<file path="src/aps_pkg.sv">
// Package for the parallel sample output block: widths, latency, carriers
package aps_pkg;
   localparam int SAMPLE_W       = 13;
   localparam int LATENCY_CYC    = 4;
   localparam int CLK_PERIOD_PS  = 10000;
   localparam int SCLK_PERIOD_NS = 4;
   localparam int SCLK_HIGH_NS   = 2;
   localparam logic [SAMPLE_W-1:0] MID_CODE = 13'h1000;
   localparam logic [SAMPLE_W-1:0] RST_WORD = 13'h0000;
   localparam logic                RST_STRB = 1'b1;

   // Offset-binary sample code (sign bit already flipped) plus its over-range mark
   typedef struct packed {
      logic                over;
      logic [SAMPLE_W-1:0] code;
   } aps_sample_t;
endpackage

</file>
<file path="src/aps_sample_out.sv">
// Parallel sample output stage with latency pipe, over-range flag and ready strobe
`timescale 1ns/1ps
`default_nettype none
module aps_sample_out
   import aps_pkg::*;
#(
   parameter int WIDTH   = SAMPLE_W,
   parameter int LATENCY = LATENCY_CYC
) (
   // Clock and reset
   input  wire logic             clk,
   input  wire logic             nrst,
   // Sample clock from outside and the digitised front-end value
   input  wire logic             sample_clk,
   input  wire logic [WIDTH-1:0] analog_input_pair,
   input  wire logic             analog_over,
   // Parallel output toward capture logic
   output var  logic [WIDTH-1:0] sample_word,
   output var  logic             over_range_flag,
   output var  logic             sample_ready_strobe
);
   // The sample clock is far slower than ideal; edges are seen at clk rate,
   // so the real part's sub-ns skews become whole clk cycles here.
   logic       sclk_s1_r;
   logic       sclk_s2_r;
   logic       sclk_d_r;
   logic       rise;
   logic       fall;
   aps_sample_t pipe_r [LATENCY];
   aps_sample_t conv_nxt;

   always_ff @(posedge clk or negedge nrst) begin
      if (!nrst) begin
         sclk_s1_r <= 1'b0;
         sclk_s2_r <= 1'b0;
         sclk_d_r  <= 1'b0;
      end else begin
         sclk_s1_r <= sample_clk;
         sclk_s2_r <= sclk_s1_r;
         sclk_d_r  <= sclk_s2_r;
      end
   end

   assign rise = sclk_s2_r & ~sclk_d_r;
   assign fall = ~sclk_s2_r & sclk_d_r;

   // Two's complement to offset binary: flip the sign bit
   always_comb begin
      conv_nxt.over = analog_over;
      conv_nxt.code = analog_input_pair ^ {1'b1, {(WIDTH-1){1'b0}}};
   end

   // Latency pipe advances once per sample-clock rise
   genvar g;
   generate
      for (g = 0; g < LATENCY; g++) begin : g_pipe
         always_ff @(posedge clk or negedge nrst) begin
            if (!nrst) begin
               pipe_r[g] <= '0;
            end else if (rise) begin
               if (g == 0) begin
                  pipe_r[g] <= conv_nxt;
               end else begin
                  pipe_r[g] <= pipe_r[g-1];
               end
            end
         end
      end
   endgenerate

   // Output word and flag update on the fall, with the strobe rise
   always_ff @(posedge clk or negedge nrst) begin
      if (!nrst) begin
         sample_word     <= RST_WORD;
         over_range_flag <= 1'b0;
      end else if (fall) begin
         sample_word     <= pipe_r[LATENCY-1].code;
         over_range_flag <= pipe_r[LATENCY-1].over;
      end
   end

   // Strobe follows the clock: low after rise, high after fall
   always_ff @(posedge clk or negedge nrst) begin
      if (!nrst) begin
         sample_ready_strobe <= RST_STRB;
      end else if (rise) begin
         sample_ready_strobe <= 1'b0;
      end else if (fall) begin
         sample_ready_strobe <= 1'b1;
      end
   end

   a_strobe_rise_word: assert property (@(posedge clk) disable iff (!nrst)
      fall |=> sample_ready_strobe && sample_word == $past(pipe_r[LATENCY-1].code))
      else $error("word or strobe did not update on fall");

   a_strobe_fall_rise: assert property (@(posedge clk) disable iff (!nrst)
      rise |=> !sample_ready_strobe)
      else $error("strobe did not fall after rise");

   a_word_stable_low: assert property (@(posedge clk) disable iff (!nrst)
      !fall |=> $stable(sample_word) && $stable(over_range_flag))
      else $error("word changed outside the fall");

   a_pipe_first: assert property (@(posedge clk) disable iff (!nrst)
      rise |=> pipe_r[0].code == ($past(analog_input_pair) ^ MID_CODE)
               && pipe_r[0].over == $past(analog_over))
      else $error("sample not captured on rise");

   a_pipe_shift: assert property (@(posedge clk) disable iff (!nrst)
      rise |=> pipe_r[LATENCY-1] == $past(pipe_r[LATENCY-2]))
      else $error("pipe did not advance in order");

   a_pipe_hold: assert property (@(posedge clk) disable iff (!nrst)
      !rise |=> $stable(pipe_r[0]) && $stable(pipe_r[LATENCY-1]))
      else $error("pipe moved without a rise");

   a_over_follow: assert property (@(posedge clk) disable iff (!nrst)
      fall |=> over_range_flag == $past(pipe_r[LATENCY-1].over))
      else $error("over-range flag wrong");

   a_strobe_hold: assert property (@(posedge clk) disable iff (!nrst)
      !rise && !fall |=> $stable(sample_ready_strobe))
      else $error("strobe moved without a clock edge");

   // Bookkeeping for the checks below; none of it reaches an output
   localparam int FILL_W = $clog2(LATENCY + 1);
   logic              rise_seen_r;
   logic [FILL_W-1:0] fill_cnt_r;

   // Set by a rise, cleared by the fall that publishes its word; a fall
   // with no rise since the previous one would publish a repeat
   always_ff @(posedge clk or negedge nrst) begin
      if (!nrst) begin
         rise_seen_r <= 1'b0;
      end else if (rise) begin
         rise_seen_r <= 1'b1;
      end else if (fall) begin
         rise_seen_r <= 1'b0;
      end
   end

   // Rises since reset, saturating at the pipe depth; until it is full the
   // words leaving the pipe are the cleared reset contents
   always_ff @(posedge clk or negedge nrst) begin
      if (!nrst) begin
         fill_cnt_r <= '0;
      end else if (rise && fill_cnt_r < FILL_W'(LATENCY)) begin
         fill_cnt_r <= fill_cnt_r + 1'b1;
      end
   end

   a_fall_after_rise: assert property (@(posedge clk) disable iff (!nrst)
      fall |-> rise_seen_r)
      else $error("word published without a new sample");

   a_no_double_rise: assert property (@(posedge clk) disable iff (!nrst)
      rise |-> !rise_seen_r)
      else $error("two samples taken without a word between");

   a_fill_cleared: assert property (@(posedge clk) disable iff (!nrst)
      fall && fill_cnt_r < FILL_W'(LATENCY) |=> sample_word == RST_WORD
      && !over_range_flag)
      else $error("word appeared before the pipe latency elapsed");

   // The strobe is the synced clock inverted, one cycle behind the edge
   a_strobe_tracks: assert property (@(posedge clk) disable iff (!nrst)
      sample_ready_strobe == !sclk_d_r)
      else $error("strobe does not follow the sample clock");

   // Every middle stage must take its neighbour on a rise, not only the last
   generate
      for (g = 1; g < LATENCY; g++) begin : g_stage_chk
         a_pipe_stage: assert property (@(posedge clk) disable iff (!nrst)
            rise |=> pipe_r[g] == $past(pipe_r[g-1]))
            else $error("pipe stage did not take its neighbour");
      end
   endgenerate
endmodule
`default_nettype wire

</file>
<file path="config.mk">
export PLATFORM = sky130hd
export DESIGN_NAME = aps_sample_out
export DESIGN_NICKNAME = d
export VERILOG_FILES = /design/src/aps_pkg.sv /design/src/aps_sample_out.sv
export SDC_FILE = /design/constraint.sdc
export NUM_CORES = 1
export LEC_CHECK = 0
export ABC_AREA = 1
export BUFFER_PORTS_ARGS = -buffer_cell sky130_fd_sc_hd__buf_2
export CAP_MARGIN = 25
export CORE_MARGIN = 4
export CORE_UTILIZATION = 61
export DETAILED_ROUTE_END_ITERATION = 10
export GPL_TIMING_DRIVEN = 0
export HOLD_SLACK_MARGIN = 0.08
export PLACE_DENSITY_LB_ADDON = 0.05
export SYNTH_ARGS = -nofsm -noshare
export SYNTH_HDL_FRONTEND = slang
export SYNTH_SLANG_ARGS = --single-unit
</file>
<file path="constraint.sdc">
create_clock -name clk -period 3.3 [get_ports clk]
set_clock_uncertainty 0.2 [all_clocks]
set_input_delay 0.165 -clock clk [delete_from_list [all_inputs] [get_ports clk]]
set_output_delay 0.165 -clock clk [all_outputs]
set_load 0.005 [all_outputs]
</file>
==> impl_metrics.yaml <==
clock_tree:
  cts_resized: 0
  postCtsSetupRepairBufs: 0
  cts_buffer_depth: 2
  clk_pin_slew_worst_paths_ps: 70
  htreeDepth: 3
  cts_buffers: 9
  clockRootBuffer: "clkbuf_8"
  postCtsHoldBufs: 16
  cts_sinks: 74
  insertion_delay_ps: 340
  cts_tree: "yes"
routing:
  drt_wl_total_um: 4690
  avgRoutedWirePerCell_um: 11.1
  postRouteAntennaNets: 0
  dr.pass1.iters: 4
  drc: 0
  drtIter0Drc: 85
  vias_per_cell: 4.75
  num_vias: 2004
synth:
  synth.cells.most_frequent: "nand2_1 (211), dfrtp_1 (73), buf_2 (8)"
  synth-warning-count: 0
  ys.flop_type: "dfrtp_1"
  ys_ff_latch: 74
  syn_inst: 308
  synth-edff-count: 0
  ys_top_cells_by_area: "dfrtp_1 (65%), nand2_1 (28%), buf_2 (1.4%)"
  avgSynthCellArea_um2: 9.10
  yosysSeqAreaShare_pct: 66.1
  synth_cell_types: 10
  synth_top_area_cell: "dfrtp_1"
  synth_nets: 328
  syn_area_um2: 2800
  async_flop_share_pct: 100
  synth_top_area_share_pct: 65.2
  synth_most_common_cell: "nand2_1"
sta:
  setup_viol: 0
  report.final.slew_viol_count: 0
  rsz0062_at_grt: "false"
  worst_slew_pin_slew_ps: 869
  slew_headroom_pct: 42.1
  finalCriticalPeriod_ps: 1500
  fin_crit_sh_pct: 45.6
  hold_viol: 0
  finalSetupTns_ps: 0
  fmax_mhz: 665
  hold-worst-slack_ps: 154
placed_design:
  place_congestion: 0.715
  dp_hpwl_um: 2950
  placed_cell_area_um2: 3030
  numPortBuffers: 31
setup_path:
  path_cells: "ha_1 > inv_2 > buf_6 > buf_2 > nand2_1 > nand2_1"
  setup.worst_path.class: "register to register"
  critical-path-slowest-cell: "dfrtp_1"
  critPathLaunchType: "register"
  critPathArrivalTime_ps: 1580
  end_kind: "register"
  slowest_delay_ps: 410
  rrSetupSlack_ps: 1800
  r2r-end: "pipe_r[35]$_DFFE_PN0P_"
  regToRegStartpoint: "sclk_s2_r$_DFF_PN0_"
  crit_top_cell: "nand2_1"
  cp_max_fo: 10
  worstRegToRegCells: 6
  required_ps: 3380
floorplan:
  coreArea_um2: 4410
  initial_utilization_pct: 63.5
  num_rows: 24
  io_pins: 32
  die_area_um2: 5740
  die_w_um: 75.8
  die_y_um: 75.8
grt:
  grt_max_degree: 75
  antenna_found_initial: 0
  grt_use_total_pct: 18.9
  grt_pass1_wl_um: 7970
  gr-total-overflow: 0
  grt_pass1_vias: 1823
hold_path:
  hold_start: "sclk_s1_r$_DFF_PN0_"
  hp-class: "register to register"
  whs_path_depth: 0
  worstHoldEndpoint: "sclk_s2_r$_DFF_PN0_"
power_and_ir_drop:
  peakVddDrop_v: 0.000363
  cellPowerDensity_nw_per_um2: 609
  p_leak_nw: 1.93
finish:
  finalInstanceArea_um2: 3370
  synthToLayoutAreaGrowth_pct: 20.3
  nNetsFinal: 386
  drive_gt1_share_pct: 16.2
  antennaDiodeCount: 0
run:
  maxCapViolations: 0
outcome:
  status: "finished, final reports clean"
## report_power, final
group          total [W]  switching [W]  internal [W]
combinational   0.000255       0.000140      0.000115
clock           0.000668       0.000304      0.000364
sequential       0.00113      0.0000734       0.00106
## area by class of cell
cell class | instances | area, um2
Buffer | 14 | 96.3
Clock buffer | 12 | 145
Clock inverter | 3 | 40.0
Fill cell | 321 | 1040
Inverter | 5 | 18.8
Multi-Input combinational cell | 215 | 835
Sequential cell | 74 | 1850
Tap cell | 52 | 65.1
Timing Repair Buffer | 47 | 318
## registers in the layout (all words and copies together), names as in the netlist
signal / count
over_range_flag: 1
pipe_r: 56
sample_ready_strobe: 1
sample_word: 13
sclk_d_r: 1
sclk_s1_r: 1
sclk_s2_r: 1
## kinds of logic after synthesis
| family | Yosys count | synth area share [%] |
|---|---|---|
| and+or+nand+nor | 211 | 28.3 |
| DFF | 74 | 66.1 |
| buffers and inverters | 19 | 4.11 |
| adders and majority gates | 3 | 1.34 |
| AOI/OAI and AO/OA | 1 | 0.178 |
## through the flow
stage	power [W]	utilization, %	std cells	setup WS (ps)
3_5_place_dp	0.00139	68.5	391	1820
5_1_grt	0.00217	76.4	422	1670
2_1_floorplan	0.00129	-	308	1950
6_report	0.00205	76.4	422	1800
3_3_place_gp	0.00138	68.5	391	1500
4_1_cts	0.00207	76.4	422	1800
## critical path, delay by kind of cell, from the launching register on
family        cells  cell delay [ps]
fa+ha+maj         1              260
buf+inv           3              420
flops             1              410
simple gates      2              150
## worst max-delay path by stage
stage,from,endpoint,slack (ps),cells after the start
floorplan,sclk_s2_r$_DFF_PN0_,pipe_r[10]$_DFFE_PN0P_,1950,5
global route,sclk_s2_r$_DFF_PN0_,sample_word[6]$_DFFE_PN0P_,1670,6
finish,sclk_s2_r$_DFF_PN0_,pipe_r[35]$_DFFE_PN0P_,1800,6
detailed placement,sclk_s2_r$_DFF_PN0_,sample_word[9]$_DFFE_PN0P_,1820,6
CTS,sclk_s2_r$_DFF_PN0_,pipe_r[38]$_DFFE_PN0P_,1800,6
global placement,nrst,pipe_r[44]$_DFFE_PN0P_,1500,1
## layout by cell type (no fill, tap or decap)
cell type / count
buf_6: 3
bufinv_16: 1
dlygate4sd3_1: 16
dfstp_2: 1
o21ai_0: 1
clkbuf_1: 2
clkinv_2: 2
buf_4: 4
inv_1: 4
nand2_1: 211
ha_1: 3
dfrtp_1: 73
buf_2: 38
inv_2: 1
clkbuf_8: 10
## metal layers
metal | vias up | wire length [um] | track usage [%]
met3 | 10 | 194 | 4.09
met4 | 0 | 111 | 9.90
met2 | 36 | 2230 | 31.2
met1 | 919 | 2160 | 23.3
li1 | 1039 | - | -
met5 | - | 0 | 0
No activity file was read; power rests on OpenSTA's default activity.
